`src/afe_pkg.sv`:
```
// Constants, types and helper functions for the ADC input front end.
// Assumes an APB slave with 32-bit data and word-aligned register access.
// Summary of operation
// - Each port has a qualify pin and four selectable qualify modes.
// - Level-high mode accepts samples only while the qualify pin is high.
// - Fall mode takes the sample on the edge after qualify goes low.
// - Rise mode takes the sample on the edge after qualify goes high.
// - Blank mode substitutes zero data while the qualify pin is low.
// - Transition modes take one sample per qualifying edge, ignore others.
// - Every clock still produces a downstream filter computation step.
// - Level flag rises when monitored level exceeds the upper threshold.
// - With flag set, falling below lower threshold starts the dwell count.
// - Rising above lower threshold while counting stops and resets count.
// - Dwell count reaching zero clears the level flag.
// - Quiet gain bits 9:5 when flag clear, loud bits 4:0 when set.
// - Four level detectors, each free to monitor any of four streams.
// - Level detection uses raw input samples ahead of any filtering.
// - Gain change lags the flag by a programmable zero to seven clocks.
// - Ports take 14-bit signed mantissa, 3-bit exponent and qualify.
// - Exponent is adjusted by the 5-bit gain before the resampling filter.
// - Port samples are captured on the rising clock edge.
// - Invert clear shifts right by exponent plus gain, set shifts right by seven minus exponent plus gain, modulo 32.
package afe_pkg;
    localparam int DATA_W = 14;
    localparam int EXP_W = 3;
    localparam int SCALE_W = 5;
    localparam int DWELL_W = 16;
    localparam int DLY_W = 3;
    localparam int NCH = 4;
    localparam int PADDR_W = 10;
    localparam logic [7:0] IDX_CTRL = 8'h90;
    localparam logic [7:0] IDX_SCALE = 8'h92;
    localparam logic [7:0] IDX_LCFG0 = 8'h94;
    localparam logic [7:0] IDX_THR0 = 8'h98;
    localparam logic [7:0] IDX_DWELL0 = 8'h9C;
    localparam logic [7:0] IDX_STATUS = 8'hA0;
    localparam int SCALE_LOUD_LSB = 0;
    localparam int SCALE_QUIET_LSB = 5;
    localparam int CTRL_MODE_A_LSB = 0;
    localparam int CTRL_MODE_B_LSB = 2;
    localparam int CTRL_ILV_A_BIT = 4;
    localparam int CTRL_ILV_B_BIT = 5;
    localparam int CTRL_INV_BIT = 6;
    localparam int LCFG_SRC_LSB = 0;
    localparam int LCFG_DLY_LSB = 2;
    localparam int THR_LOWER_LSB = 0;
    localparam int THR_UPPER_LSB = 16;
    localparam int STAT_GAIN_LSB = 4;
    localparam logic [15:0] SCALE_RST = 16'h0000;
    localparam logic [6:0] CTRL_RST = 7'h0A;
    localparam logic [4:0] LCFG_RST = 5'h00;
    localparam logic [31:0] THR_RST = 32'h3FFF_0000;
    localparam logic [15:0] DWELL_RST = 16'h0000;
    localparam logic [4:0] EXP_TOP = 5'h07;

    typedef enum logic [1:0] {
        AFE_QUAL_FALL = 2'b00,
        AFE_QUAL_RISE = 2'b01,
        AFE_QUAL_HIGH = 2'b10,
        AFE_QUAL_BLANK = 2'b11
    } afe_qual_t;

    typedef enum logic [1:0] {
        AFE_LD_IDLE = 2'b00,
        AFE_LD_HELD = 2'b01,
        AFE_LD_COUNT = 2'b10
    } afe_ld_state_t;

    // Magnitude of a signed mantissa; the most negative code maps to 8192.
    function automatic logic [DATA_W-1:0] afe_mag(
        input logic [DATA_W-1:0] d
    );
        afe_mag = d[DATA_W-1] ? DATA_W'(-d) : d;
    endfunction

    // Net right shift; the 5-bit wrap gives the modulo 32 for free.
    function automatic logic [4:0] afe_shift_amt(
        input logic [EXP_W-1:0] e,
        input logic [SCALE_W-1:0] s,
        input logic inv
    );
        if (inv) begin
            afe_shift_amt = 5'(EXP_TOP - {2'b00, e} + s);
        end else begin
            afe_shift_amt = 5'({2'b00, e} + s);
        end
    endfunction
endpackage

```
`src/afe_lvl_if.sv`:
```
// Bundle between the front end top and one level detector.
// Assumes both ends run on the single sample clock.
`timescale 1ns/10ps
interface afe_lvl_if;
    logic [afe_pkg::DATA_W-1:0] mag;
    logic [afe_pkg::DATA_W-1:0] upper;
    logic [afe_pkg::DATA_W-1:0] lower;
    logic [afe_pkg::DWELL_W-1:0] dwell;
    logic [afe_pkg::DLY_W-1:0] dly;
    logic flag;
    logic gain_flag;
    modport det (input mag, input upper, input lower, input dwell,
        input dly, output flag, output gain_flag);
    modport ctl (output mag, output upper, output lower, output dwell,
        output dly, input flag, input gain_flag);
endinterface

```
`src/afe_level_det.sv`:
```
// One level detector: threshold hysteresis, dwell counter, gain delay.
// Assumes the monitored magnitude is held between samples by the top.
`timescale 1ns/10ps
module afe_level_det (
    input wire logic pclk,
    input wire logic presetn,
    afe_lvl_if.det lvl
);
    afe_pkg::afe_ld_state_t state_reg, state_next;
    logic [afe_pkg::DWELL_W-1:0] cnt_reg, cnt_next;
    logic [6:0] hist_reg, hist_next;
    logic over_upper, under_lower;

    assign over_upper = lvl.mag > lvl.upper;
    assign under_lower = lvl.mag < lvl.lower;

    always_comb begin
        state_next = state_reg;
        cnt_next = cnt_reg;
        unique case (state_reg)
            afe_pkg::AFE_LD_IDLE: begin
                if (over_upper) begin
                    state_next = afe_pkg::AFE_LD_HELD;
                end
            end
            afe_pkg::AFE_LD_HELD: begin
                if (under_lower && !over_upper) begin
                    if (lvl.dwell == '0) begin
                        state_next = afe_pkg::AFE_LD_IDLE;
                    end else begin
                        cnt_next = lvl.dwell;
                        state_next = afe_pkg::AFE_LD_COUNT;
                    end
                end
            end
            afe_pkg::AFE_LD_COUNT: begin
                if (!under_lower || over_upper) begin
                    // Count is abandoned; a fresh drop must reload it.
                    state_next = afe_pkg::AFE_LD_HELD;
                end else if (cnt_reg == '0) begin
                    state_next = afe_pkg::AFE_LD_IDLE;
                end else begin
                    cnt_next = cnt_reg - 1'b1;
                end
            end
            default: begin
                state_next = afe_pkg::AFE_LD_IDLE;
            end
        endcase
        hist_next = {hist_reg[5:0], lvl.flag};
    end

    always_ff @(posedge pclk or negedge presetn) begin
        if (!presetn) begin
            state_reg <= afe_pkg::AFE_LD_IDLE;
            cnt_reg <= '0;
            hist_reg <= '0;
        end else begin
            state_reg <= state_next;
            cnt_reg <= cnt_next;
            hist_reg <= hist_next;
        end
    end

    assign lvl.flag = state_reg != afe_pkg::AFE_LD_IDLE;
    assign lvl.gain_flag = (lvl.dly == '0) ? lvl.flag :
        hist_reg[3'(lvl.dly - 1'b1)];

    flag_rise_a: assert property (@(posedge pclk) disable iff (!presetn)
        $rose(lvl.flag) |-> $past(over_upper))
        else $error("Level flag rose without upper threshold crossing.");
    flag_fall_a: assert property (@(posedge pclk) disable iff (!presetn)
        $fell(lvl.flag) |-> $past(under_lower) &&
        ($past(cnt_reg) == '0 || $past(lvl.dwell) == '0))
        else $error("Level flag fell before the dwell count ended.");
    count_reset_a: assert property (@(posedge pclk) disable iff (!presetn)
        (state_reg == afe_pkg::AFE_LD_COUNT && !under_lower) |=>
        state_reg == afe_pkg::AFE_LD_HELD)
        else $error("Dwell count kept running above lower threshold.");
    gain_delay_a: assert property (@(posedge pclk) disable iff (!presetn)
        (lvl.dly == 3'h2 && $past(lvl.dly) == 3'h2) |->
        lvl.gain_flag == $past(lvl.flag, 2))
        else $error("Gain flag does not lag level flag by two clocks.");
endmodule

```
`src/afe_scaler.sv`:
```
// Exponent scaling of one captured sample ahead of the resampling filter.
// Assumes a two's complement mantissa and an unsigned exponent.
`timescale 1ns/10ps
module afe_scaler (
    input wire logic [afe_pkg::DATA_W-1:0] data_in,
    input wire logic [afe_pkg::EXP_W-1:0] exponent_in,
    input wire logic [afe_pkg::SCALE_W-1:0] gain_shift,
    input wire logic exponent_invert,
    output logic [afe_pkg::DATA_W-1:0] data_out
);
    logic [4:0] amt;

    assign amt = afe_pkg::afe_shift_amt(exponent_in, gain_shift,
        exponent_invert);
    // Large shifts saturate to the sign, which is what the filter expects.
    assign data_out = $signed(data_in) >>> amt;
endmodule

```
`src/afe_front_end.sv`:
```
// Top of the ADC input front end: qualify, capture, level detect, scaling.
// Assumes ports are synchronous to pclk and registers are reached over APB.
//
// Implementation choice: the APB slave port.
`timescale 1ns/10ps
module afe_front_end (
    input wire logic pclk,
    input wire logic presetn,
    input wire logic psel,
    input wire logic penable,
    input wire logic pwrite,
    input wire logic [afe_pkg::PADDR_W-1:0] paddr,
    input wire logic [31:0] pwdata,
    output logic [31:0] prdata,
    output logic pready,
    output logic pslverr,
    input wire logic [afe_pkg::DATA_W-1:0] port_a_data,
    input wire logic [afe_pkg::EXP_W-1:0] port_a_exponent_in,
    input wire logic port_a_qualify,
    input wire logic [afe_pkg::DATA_W-1:0] port_b_data,
    input wire logic [afe_pkg::EXP_W-1:0] port_b_exponent_in,
    input wire logic port_b_qualify,
    output logic port_a_even_level_flag,
    output logic port_a_odd_level_flag,
    output logic port_b_even_level_flag,
    output logic port_b_odd_level_flag,
    output logic [afe_pkg::DATA_W-1:0] port_a_scaled,
    output logic port_a_scaled_valid,
    output logic [afe_pkg::DATA_W-1:0] port_b_scaled,
    output logic port_b_scaled_valid,
    output logic filter_step
);
    localparam int DW = afe_pkg::DATA_W;

    logic [15:0] scale_reg, scale_next;
    logic [6:0] ctrl_reg, ctrl_next;
    logic [4:0] lcfg_reg [afe_pkg::NCH], lcfg_next [afe_pkg::NCH];
    logic [31:0] thr_reg [afe_pkg::NCH], thr_next [afe_pkg::NCH];
    logic [15:0] dwell_reg [afe_pkg::NCH], dwell_next [afe_pkg::NCH];
    logic [31:0] rdata_reg, rdata_next;
    logic err_reg, err_next;
    logic [31:0] rd_val;
    logic hit;
    logic [7:0] idx;

    logic [DW-1:0] in_data [2];
    logic [afe_pkg::EXP_W-1:0] in_exp [2];
    logic in_q [2];
    afe_pkg::afe_qual_t mode [2];
    logic ilv [2];
    logic accept [2];
    logic q_prev_reg [2], q_prev_next [2];
    logic slot_reg [2], slot_next [2];
    logic [DW-1:0] cap_data_reg [2], cap_data_next [2];
    logic [afe_pkg::EXP_W-1:0] cap_exp_reg [2], cap_exp_next [2];
    logic cap_slot_reg [2], cap_slot_next [2];
    logic cap_valid_reg [2], cap_valid_next [2];
    logic [DW-1:0] mon_reg [afe_pkg::NCH], mon_next [afe_pkg::NCH];
    logic [DW-1:0] scaled [2];
    logic [afe_pkg::SCALE_W-1:0] gsel [2];
    logic [DW-1:0] out_data_reg [2];
    logic out_valid_reg [2];
    logic step_reg;
    logic [afe_pkg::NCH-1:0] flags, gflags;

    afe_lvl_if lvl [afe_pkg::NCH] ();

    assign idx = paddr[9:2];
    assign in_data[0] = port_a_data;
    assign in_data[1] = port_b_data;
    assign in_exp[0] = port_a_exponent_in;
    assign in_exp[1] = port_b_exponent_in;
    assign in_q[0] = port_a_qualify;
    assign in_q[1] = port_b_qualify;
    assign mode[0] = afe_pkg::afe_qual_t'(ctrl_reg[afe_pkg::CTRL_MODE_A_LSB
        +: 2]);
    assign mode[1] = afe_pkg::afe_qual_t'(ctrl_reg[afe_pkg::CTRL_MODE_B_LSB
        +: 2]);
    assign ilv[0] = ctrl_reg[afe_pkg::CTRL_ILV_A_BIT];
    assign ilv[1] = ctrl_reg[afe_pkg::CTRL_ILV_B_BIT];

    // Register read decode; unmapped indices answer with an error.
    always_comb begin
        rd_val = 32'h0000_0000;
        hit = 1'b1;
        if (idx == afe_pkg::IDX_CTRL) begin
            rd_val = {25'h0000000, ctrl_reg};
        end else if (idx == afe_pkg::IDX_SCALE) begin
            rd_val = {16'h0000, scale_reg};
        end else if (idx == afe_pkg::IDX_STATUS) begin
            rd_val = {24'h000000, gflags, flags};
        end else if (idx[7:2] == afe_pkg::IDX_LCFG0[7:2]) begin
            rd_val = {27'h0000000, lcfg_reg[idx[1:0]]};
        end else if (idx[7:2] == afe_pkg::IDX_THR0[7:2]) begin
            rd_val = thr_reg[idx[1:0]];
        end else if (idx[7:2] == afe_pkg::IDX_DWELL0[7:2]) begin
            rd_val = {16'h0000, dwell_reg[idx[1:0]]};
        end else begin
            hit = 1'b0;
        end
    end

    always_comb begin
        scale_next = scale_reg;
        ctrl_next = ctrl_reg;
        lcfg_next = lcfg_reg;
        thr_next = thr_reg;
        dwell_next = dwell_reg;
        rdata_next = rdata_reg;
        err_next = err_reg;
        if (psel && !penable) begin
            rdata_next = pwrite ? 32'h0000_0000 : rd_val;
            err_next = !hit;
        end
        if (psel && penable && pwrite && hit) begin
            if (idx == afe_pkg::IDX_CTRL) begin
                ctrl_next = pwdata[6:0];
            end else if (idx == afe_pkg::IDX_SCALE) begin
                scale_next = pwdata[15:0];
            end else if (idx[7:2] == afe_pkg::IDX_LCFG0[7:2]) begin
                lcfg_next[idx[1:0]] = pwdata[4:0];
            end else if (idx[7:2] == afe_pkg::IDX_THR0[7:2]) begin
                thr_next[idx[1:0]] = {2'b00,
                    pwdata[afe_pkg::THR_UPPER_LSB +: DW], 2'b00,
                    pwdata[afe_pkg::THR_LOWER_LSB +: DW]};
            end else if (idx[7:2] == afe_pkg::IDX_DWELL0[7:2]) begin
                dwell_next[idx[1:0]] = pwdata[15:0];
            end
        end
    end

    always_ff @(posedge pclk or negedge presetn) begin
        if (!presetn) begin
            scale_reg <= afe_pkg::SCALE_RST;
            ctrl_reg <= afe_pkg::CTRL_RST;
            for (int i = 0; i < afe_pkg::NCH; i++) begin
                lcfg_reg[i] <= afe_pkg::LCFG_RST;
                thr_reg[i] <= afe_pkg::THR_RST;
                dwell_reg[i] <= afe_pkg::DWELL_RST;
            end
            rdata_reg <= 32'h0000_0000;
            err_reg <= 1'b0;
        end else begin
            scale_reg <= scale_next;
            ctrl_reg <= ctrl_next;
            lcfg_reg <= lcfg_next;
            thr_reg <= thr_next;
            dwell_reg <= dwell_next;
            rdata_reg <= rdata_next;
            err_reg <= err_next;
        end
    end

    assign pready = penable;
    assign prdata = rdata_reg;
    assign pslverr = penable && err_reg;

    // Sample qualification and capture for both ports.
    always_comb begin
        mon_next = mon_reg;
        for (int p = 0; p < 2; p++) begin
            unique case (mode[p])
                afe_pkg::AFE_QUAL_FALL:
                    accept[p] = q_prev_reg[p] && !in_q[p];
                afe_pkg::AFE_QUAL_RISE:
                    accept[p] = !q_prev_reg[p] && in_q[p];
                afe_pkg::AFE_QUAL_HIGH:
                    accept[p] = in_q[p];
                afe_pkg::AFE_QUAL_BLANK:
                    accept[p] = 1'b1;
            endcase
            q_prev_next[p] = in_q[p];
            cap_valid_next[p] = accept[p];
            cap_data_next[p] = cap_data_reg[p];
            cap_exp_next[p] = cap_exp_reg[p];
            cap_slot_next[p] = cap_slot_reg[p];
            slot_next[p] = slot_reg[p];
            if (accept[p]) begin
                cap_data_next[p] = (mode[p] == afe_pkg::AFE_QUAL_BLANK &&
                    !in_q[p]) ? '0 : in_data[p];
                cap_exp_next[p] = in_exp[p];
                cap_slot_next[p] = ilv[p] && slot_reg[p];
                slot_next[p] = ilv[p] && !slot_reg[p];
                // Raw magnitude feeds the detectors before any filter.
                mon_next[2*p + (ilv[p] && slot_reg[p] ? 1 : 0)] =
                    afe_pkg::afe_mag(cap_data_next[p]);
                if (!ilv[p]) begin
                    mon_next[2*p+1] = afe_pkg::afe_mag(cap_data_next[p]);
                end
            end
        end
    end

    always_ff @(posedge pclk or negedge presetn) begin
        if (!presetn) begin
            for (int p = 0; p < 2; p++) begin
                // The pins idle high; a low history would fake a rise.
                q_prev_reg[p] <= 1'b1;
                slot_reg[p] <= 1'b0;
                cap_data_reg[p] <= '0;
                cap_exp_reg[p] <= '0;
                cap_slot_reg[p] <= 1'b0;
                cap_valid_reg[p] <= 1'b0;
                out_data_reg[p] <= '0;
                out_valid_reg[p] <= 1'b0;
            end
            for (int i = 0; i < afe_pkg::NCH; i++) begin
                mon_reg[i] <= '0;
            end
            step_reg <= 1'b0;
        end else begin
            q_prev_reg <= q_prev_next;
            slot_reg <= slot_next;
            cap_data_reg <= cap_data_next;
            cap_exp_reg <= cap_exp_next;
            cap_slot_reg <= cap_slot_next;
            cap_valid_reg <= cap_valid_next;
            out_data_reg <= scaled;
            out_valid_reg <= cap_valid_reg;
            mon_reg <= mon_next;
            // The filter steps every clock, sample or not.
            step_reg <= 1'b1;
        end
    end

    for (genvar c = 0; c < afe_pkg::NCH; c++) begin : g_det
        assign lvl[c].mag = mon_reg[lcfg_reg[c][afe_pkg::LCFG_SRC_LSB +: 2]];
        assign lvl[c].upper = thr_reg[c][afe_pkg::THR_UPPER_LSB +: DW];
        assign lvl[c].lower = thr_reg[c][afe_pkg::THR_LOWER_LSB +: DW];
        assign lvl[c].dwell = dwell_reg[c];
        assign lvl[c].dly = lcfg_reg[c][afe_pkg::LCFG_DLY_LSB +: 3];
        assign flags[c] = lvl[c].flag;
        assign gflags[c] = lvl[c].gain_flag;
        afe_level_det u_det (
            .pclk(pclk),
            .presetn(presetn),
            .lvl(lvl[c])
        );
    end

    for (genvar p = 0; p < 2; p++) begin : g_scale
        assign gsel[p] = gflags[2*p + (cap_slot_reg[p] ? 1 : 0)] ?
            scale_reg[afe_pkg::SCALE_LOUD_LSB +: afe_pkg::SCALE_W] :
            scale_reg[afe_pkg::SCALE_QUIET_LSB +: afe_pkg::SCALE_W];
        afe_scaler u_scale (
            .data_in(cap_data_reg[p]),
            .exponent_in(cap_exp_reg[p]),
            .gain_shift(gsel[p]),
            .exponent_invert(ctrl_reg[afe_pkg::CTRL_INV_BIT]),
            .data_out(scaled[p])
        );
    end

    assign port_a_even_level_flag = flags[0];
    assign port_a_odd_level_flag = flags[1];
    assign port_b_even_level_flag = flags[2];
    assign port_b_odd_level_flag = flags[3];
    assign port_a_scaled = out_data_reg[0];
    assign port_a_scaled_valid = out_valid_reg[0];
    assign port_b_scaled = out_data_reg[1];
    assign port_b_scaled_valid = out_valid_reg[1];
    assign filter_step = step_reg;

    fall_take_a: assert property (@(posedge pclk) disable iff (!presetn)
        (mode[0] == afe_pkg::AFE_QUAL_FALL && q_prev_reg[0] &&
        !port_a_qualify) |=> cap_valid_reg[0] ##1 port_a_scaled_valid)
        else $error("Falling qualify edge did not yield a sample.");
    rise_take_a: assert property (@(posedge pclk) disable iff (!presetn)
        (mode[0] == afe_pkg::AFE_QUAL_RISE && !q_prev_reg[0] &&
        port_a_qualify) |=> cap_valid_reg[0])
        else $error("Rising qualify edge did not yield a sample.");
    one_per_edge_a: assert property (@(posedge pclk)
        disable iff (!presetn)
        (mode[0] == afe_pkg::AFE_QUAL_RISE &&
        $past(mode[0]) == afe_pkg::AFE_QUAL_RISE && cap_valid_reg[0])
        |=> !cap_valid_reg[0])
        else $error("Two samples taken for one qualify edge.");
    level_high_a: assert property (@(posedge pclk) disable iff (!presetn)
        (mode[0] == afe_pkg::AFE_QUAL_HIGH && !port_a_qualify) |=>
        !cap_valid_reg[0] && $stable(cap_data_reg[0]))
        else $error("Sample taken while qualify low in level mode.");
    blank_zero_a: assert property (@(posedge pclk) disable iff (!presetn)
        (mode[0] == afe_pkg::AFE_QUAL_BLANK && !port_a_qualify) |=>
        cap_valid_reg[0] && cap_data_reg[0] == '0)
        else $error("Blanked sample was not zero.");
    step_every_a: assert property (@(posedge pclk) disable iff (!presetn)
        $past(presetn) |-> filter_step)
        else $error("Filter step missed a clock.");
    capture_data_a: assert property (@(posedge pclk)
        disable iff (!presetn)
        (mode[0] == afe_pkg::AFE_QUAL_HIGH && port_a_qualify) |=>
        cap_data_reg[0] == $past(port_a_data))
        else $error("Captured data differs from the port at the edge.");
    gain_pick_a: assert property (@(posedge pclk) disable iff (!presetn)
        (!ilv[0] && !gflags[0]) |-> gsel[0] ==
        scale_reg[afe_pkg::SCALE_QUIET_LSB +: afe_pkg::SCALE_W])
        else $error("Quiet gain not used while the level flag is clear.");
endmodule

```
`config.mk`:
```
export PLATFORM = sky130hd
export DESIGN_NAME = afe_front_end
export DESIGN_NICKNAME = d
export VERILOG_FILES = /design/src/afe_pkg.sv /design/src/afe_lvl_if.sv /design/src/afe_level_det.sv /design/src/afe_scaler.sv /design/src/afe_front_end.sv
export SDC_FILE = /design/constraint.sdc
export NUM_CORES = 1
export LEC_CHECK = 0
export ABC_AREA = 1
export BUFFER_PORTS_ARGS = -buffer_cell sky130_fd_sc_hd__buf_2
export CAP_MARGIN = 20
export CORE_MARGIN = 2
export CORE_UTILIZATION = 50
export CTS_CLUSTER_DIAMETER = 120
export DETAILED_ROUTE_END_ITERATION = 8
export PLACE_DENSITY = 0.76
export SYNTH_ARGS = -nofsm -noshare
export SYNTH_HDL_FRONTEND = slang
export SYNTH_HIERARCHICAL = 1
export SYNTH_SLANG_ARGS = --single-unit
```
`constraint.sdc`:
```
create_clock -name pclk -period 5.3 [get_ports pclk]
set_clock_uncertainty 0.1 [all_clocks]
set_input_delay 0.795 -clock pclk [delete_from_list [all_inputs] [get_ports pclk]]
set_output_delay 0.795 -clock pclk [all_outputs]
set_load 0.05 [all_outputs]
```
== Word level (Yosys, flattened, before mapping) ==
Index checks and enable logic that the tools add are counted.

* Add/subtract/negate cells: 18
* Order comparisons: 24
* Equal/unequal tests: 44
* Shift-type cells: 2
* Mux-type cells: 129
* Bitwise gates (word level): 11
* Reduce and logical (&&, ||, !) cells: 81

{| class="wikitable"
|+ Operator list
! cell !! count
|-
| $mux 16 || 20
|-
| $mux 32 || 9
|-
| $mux 14 || 16
|-
| $bwmux 128 || 1
|-
| $logic_not 16->1 || 8
|-
| $pmux 16 s2 || 4
|-
| $bmux 14 s2 || 4
|-
| $bwmux 56 || 2
|-
| $mux 56 || 2
|-
| $bmux 32 s2 || 1
|-
| $bwmux 64 || 1
|-
| $demux 32 s2 || 1
|-
| $ge 32x3->1 const B || 2
|-
| $lt 32x1->1 const B || 2
|-
| $sub 16x1->16 const B || 4
|-
| $demux 14 s2 || 2
|-
| $gt 14x14->1 || 4
|-
| $lt 14x14->1 || 4
|-
| $mux 2 || 20
|-
| $mux 5 || 7
|-
| $bmux 16 s2 || 1
|-
| $demux 16 s2 || 1
|-
| $not 1->32 || 1
|-
| $not 3->32 || 1
|-
| 40 further kinds || 191
|}

* Register bits after elaboration: 497
* Bits of input ports: 83
* Word-level logic and storage cells: 358

== Longest topological paths before layout ==
* Depth in word-level cells: 13
* Depth in mapped cells: 23
* Depth with buffers taken out: 22

== Cells and area by module ==
The synthesis kept the hierarchy.

{| class="wikitable"
|+ By module, submodules not included
! module !! instances !! cells an instance !! area each (sq um) !! sequential area each (sq um)
|-
| afe_front_end || 1 || 2,394 || 18,815.5 || 9,559.2
|-
| afe_level_det (g_det[1].u_det ...) || 3 || 364 || 2,373.5 || 625.6
|-
| afe_level_det (g_det[0].u_det) || 1 || 380 || 2,412.3 || 625.6
|-
| afe_scaler || 2 || 176 || 854.6 || 0.0
|}

== Least setup slack after synthesis ==
No wires, ideal clock.

* Path kind: register to register
* Start point: register lcfg_reg[17] (netlist name)
* End point: register out_data_reg, in the netlist port_a_scaled[1]
* Arrival time: 3.184 ns
* Required time: 5.074 ns
* Path slack: 1.890 ns
* Cell stages (with the launch flop): 22
* Buffers on the path: 1
* Period minus slack after synthesis: 3.410 ns
* Cells stage by stage: dfrtp_1 inv_1 ha_1 inv_1 o21ai_0 o221ai_1 o211ai_1 o21ai_0 inv_1 o21ai_1 nand2_1 o21ai_0 ha_1 inv_1 fa_1 inv_1 buf_2 nand3_1 nand3_1 nand2_1 nand2_1 nand3_1

{| class="wikitable"
|+ RTL lines
! item !! RTL line !! text
|-
| from (decl) || afe_front_end.sv:37 || <nowiki>logic [4:0] lcfg_reg [afe_pkg::NCH], lcfg_next [afe_pkg::NCH];</nowiki>
|-
| from (signal, indexed assignment) || afe_front_end.sv:137 || <nowiki>lcfg_reg[i] <= afe_pkg::LCFG_RST;</nowiki>
|-
| from (signal assigned) || afe_front_end.sv:146 || <nowiki>lcfg_reg <= lcfg_next;</nowiki>
|-
| to (signal assigned) || afe_front_end.sv:218 || <nowiki>out_data_reg <= scaled;</nowiki>
|-
| to (decl) || afe_front_end.sv:61 || <nowiki>logic [DW-1:0] out_data_reg [2];</nowiki>
|}

==> Implementation_results.wiki <==
{| class="wikitable"
! Metric !! Value
|-
| Max Root-Sink Buffers || 3
|-
| Proportion of synthesized chip area in sequential cells || 40.1%
|-
| Highest-delay cell along the critical path || dfrtp_1
|-
| Worst ir drop on vdd || 240 µV
|-
| Leading cell type by number of instances after synthesis || nand2_1
|-
| Number of post-CTS setup repair buffers || 0
|-
| Sum of overflow across all layers after global routing || 0
|-
| Endpoint class of the critical path || flop
|-
| Remaining number of nets flagged by the antenna check after routing || 0
|-
| Number of CTS-inserted buffers || 53
|-
| Sequential Area || 12100 µm²
|-
| Leakage power summed over all cells || 17.1 nW
|-
| Final hold violation count || 0
|-
| Combined global-route utilization of all metal layers || 29.9%
|-
| Fin nets || 4458
|-
| Count of flip-flops with a built-in enable after synthesis || 0
|-
| Async SR Flop Fraction || 100%
|-
| Startpoint-to-endpoint class of the critical path || flop to flop
|-
| Core Area || 59200 µm²
|-
| Maximum fanout count along the critical path || 13
|-
| Dominant cell type by count on the critical path || inv_1
|-
| Maximum number of pins on one net before global-route repair || 126
|-
| Critical path, cell by cell || inv_1 -> ha_1 -> inv_1 -> o21ai_0 -> o221ai_1 -> o211ai_1 -> o21ai_0 -> inv_1 -> o21ai_1 -> o21ai_0 -> ha_1 -> inv_1 -> fa_1 -> buf_4 -> inv_1 -> nand3_1 -> nand3_1 -> nand2_1 -> nand2_1 -> nand3_1
|-
| Routed wire length per instance || 18.6 µm
|-
| Footprint of the multi-input gates || 15500 µm²
|-
| Combined buffer and inverter count along the critical path || 6
|-
| Type of origin of the critical path || flop
|-
| Via count || 29100
|-
| Synth Register Bits || 479
|-
| Quantity of I/O buffers inserted on ports || 145
|-
| Mean area per synthesized cell || 7.13 µm²
|-
| Most common flop cell mapped by yosys || dfrtp_1
|-
| Largest cells by area after synthesis || dfrtp_1, nand2_1, ha_1
|-
| Share of post-route cells with drive strength above 1 || 9.71%
|-
| Power per cell area || 302 nW/µm²
|-
| Number of rows in the core area || 89
|-
| Number of top-level pins || 152
|-
| Number of iterations in the first detailed-routing pass || 6
|-
| Area of the die || 62100 µm²
|-
| Clk slew on worst S/H paths || 0.06 ns
|-
| Max-slew violation count || 0
|-
| Final-report setup violation count || 0
|-
| Synth area leader || dfrtp_1
|-
| Clock latency on the worst-skew pair || 0.62 ns
|-
| Commonest cells in the synthesized netlist || nand2_1, dfrtp_1, inv_1, nor2_1, o21ai_0
|-
| Cell family contributing the most delay on the critical path || compound AO/OA/AOI/OAI gates
|-
| DIE HEIGHT || 249 µm
|-
| Yosys cell types || 51
|-
| Overall die width || 249 µm
|-
| Violation count after the first detailed-route iteration || 3631
|-
| Number of hold-repair buffers added at the cts stage || 0
|-
| Post-route minimum period || 4.46 ns
|-
| Period utilization || 84.2%
|-
| Sinks on the clock net || 479
|-
| Final estimated routing congestion in global placement || 1.03
|-
| Cells resized by post-CTS repair || 0
|-
| Max-cap check violation count || 0
|-
| Worst slack, placed || 0.932 ns
|-
| Residual DRC count || 0
|-
| H-Tree Depth || 2
|-
| Fillers || 5654
|-
| Count of warnings emitted by yosys || 6
|-
| Core utilization of the finished layout || 55.5%
|-
| Timing-limited maximum frequency || 224 MHz
|-
| WP data required || 5.69 ns
|-
| Fin area || 32900 µm²
|-
| CTS root buf || clkbuf_16
|-
| Mapped Area || 30100 µm²
|-
| Ratio of routed vias to standard cells || 5.76
|-
| Area grow syn2layout || 9.34%
|-
| Status || finished, final reports clean
|-
| Sum Neg Setup Slack || 0 ns
|-
| Rel. slew slack || 24.7%
|-
| Via count of the first global-routing pass || 26400
|-
| Crit path setup slack, layout || 0.835 ns
|-
| Transition time of the tightest slew-check pin || 1.13 ns
|-
| Yosys top cell area share || 34.9%
|-
| Number of antenna violations at the first check in global routing || 3
|-
| Global-route wire length before repair || 149000 µm
|-
| Unrepaired setup endpoints after global routing || no
|-
| Worst hold path class || input pin to asynchronous set/reset pin
|-
| Cell area after placement || 31000 µm²
|-
| Worst EP arrival || 4.86 ns
|-
| Initial Util || 50.7%
|-
| DRT Wirelength || 94000 µm
|-
| CTS tree || yes
|-
| Gate count after technology mapping || 4218
|-
| Largest stage delay on the critical path || 0.49 ns
|-
| Placed wire-length estimate || 66100 µm
|}
==> per-stage QoR <==
step	instances	power (mW)	hold WS, ns
after global routing	5058	10.3	0.150
final	5059	9.91	0.0919
after global placement	4960	6.03	0.232
after CTS	5056	9.91	0.111
after detailed placement	4960	6.07	0.235
after floorplan	4219	5.43	0.231
==> kinds of logic after synthesis <==
group                      count (synthesis)  share of synthesized area (%)
and+or+nand+nor                         2432                           34.7
buffers and inverters                    584                           8.30
AOI/OAI and AO/OA                        562                           10.5
DFF                                      479                           40.1
adders and majority gates                132                           5.54
xor gates and xnor gates                  26                          0.758
other                                      2                         0.0250
muxes                                      1                         0.0333
==> worst register-to-register path: cells and delay by family (launching register included) <==
family / cells / cell delay (ns)
buffers and inverters: 6 / 0.91
and+or+nand+nor: 5 / 0.57
adders and majority gates: 3 / 1.05
DFF: 1 / 0.49
AOI/OAI and AO/OA: 6 / 1.25
==> cell usage in the layout (no fill, tap or decap), types with 6 or more instances in the layout <==
cell / instances
o21ai_1: 17
nor2_1: 313
nor2_4: 17
dfstp_2: 60
o21ai_0: 299
nand2_1: 1546
clkinv_2: 8
or2_2: 10
buf_12: 6
clkbuf_1: 17
clkinv_1: 6
nand2_4: 9
buf_2: 144
ha_1: 130
nand3_2: 8
nor3_1: 10
nand2_2: 19
clkbuf_8: 9
o22ai_1: 100
a21oi_1: 78
a221oi_1: 14
inv_1: 350
nand4_1: 227
o21bai_1: 6
xor2_1: 13
a22oi_1: 8
inv_2: 11
nand3_1: 251
dfrtp_1: 419
buf_4: 33
clkbuf_16: 56
a21o_1: 12
xnor2_1: 13
==> final timing paths <==
| path | start | end | slack (ns) | cells after the start |
|---|---|---|---|---|
| max in group asynchronous | presetn | cap_data_reg[10] | 3.71 | 2 |
| min | presetn | prdata[28] | 0.09 | 1 |
| min in group pclk | port_b_qualify | q_prev_reg[0] | 0.21 | 1 |
| min reg2reg | cap_valid_reg[1] | port_a_scaled_valid | 0.25 | 0 |
| max reg2reg | lcfg_reg[17] | port_a_scaled[1] | 0.84 | 20 |
| max | lcfg_reg[17] | port_a_scaled[1] | 0.84 | 20 |
==> routing by layer <==
| metal | up-vias | track usage [%] | share of wire (%) |
|---|---|---|---|
| met1 | 13500 | 43.8 | 43 |
| li1 | 13900 | - | - |
| met2 | 1508 | 43.9 | 42 |
| met4 | 2 | 11.6 | 4.1 |
| met3 | 218 | 5.13 | 11 |
| met5 | - | 0 | 0.013 |
==> layout make-up <==
class	instances	share of cell area, %
diodes	2	0.0152
inverters	368	4.21
multi-input cells	3156	47.3
well taps	773	2.94
clock inverters	14	0.640
clock buffers	82	4.84
flip-flops and latches	479	36.7
repair buffers	185	3.40
==> where the power goes <==
| group | leakage (nW) | switching [mW] | total, mW | internal [mW] |
|---|---|---|---|---|
| logic | 10.0 | 1.39 | 1.91 | 0.520 |
| registers | 6.17 | 0.221 | 4.14 | 3.92 |
| clock network | 0.884 | 1.55 | 3.85 | 2.30 |
| total | 17.1 | 3.17 | 9.91 | 6.74 |
Power figures use the tool's default switching activity.
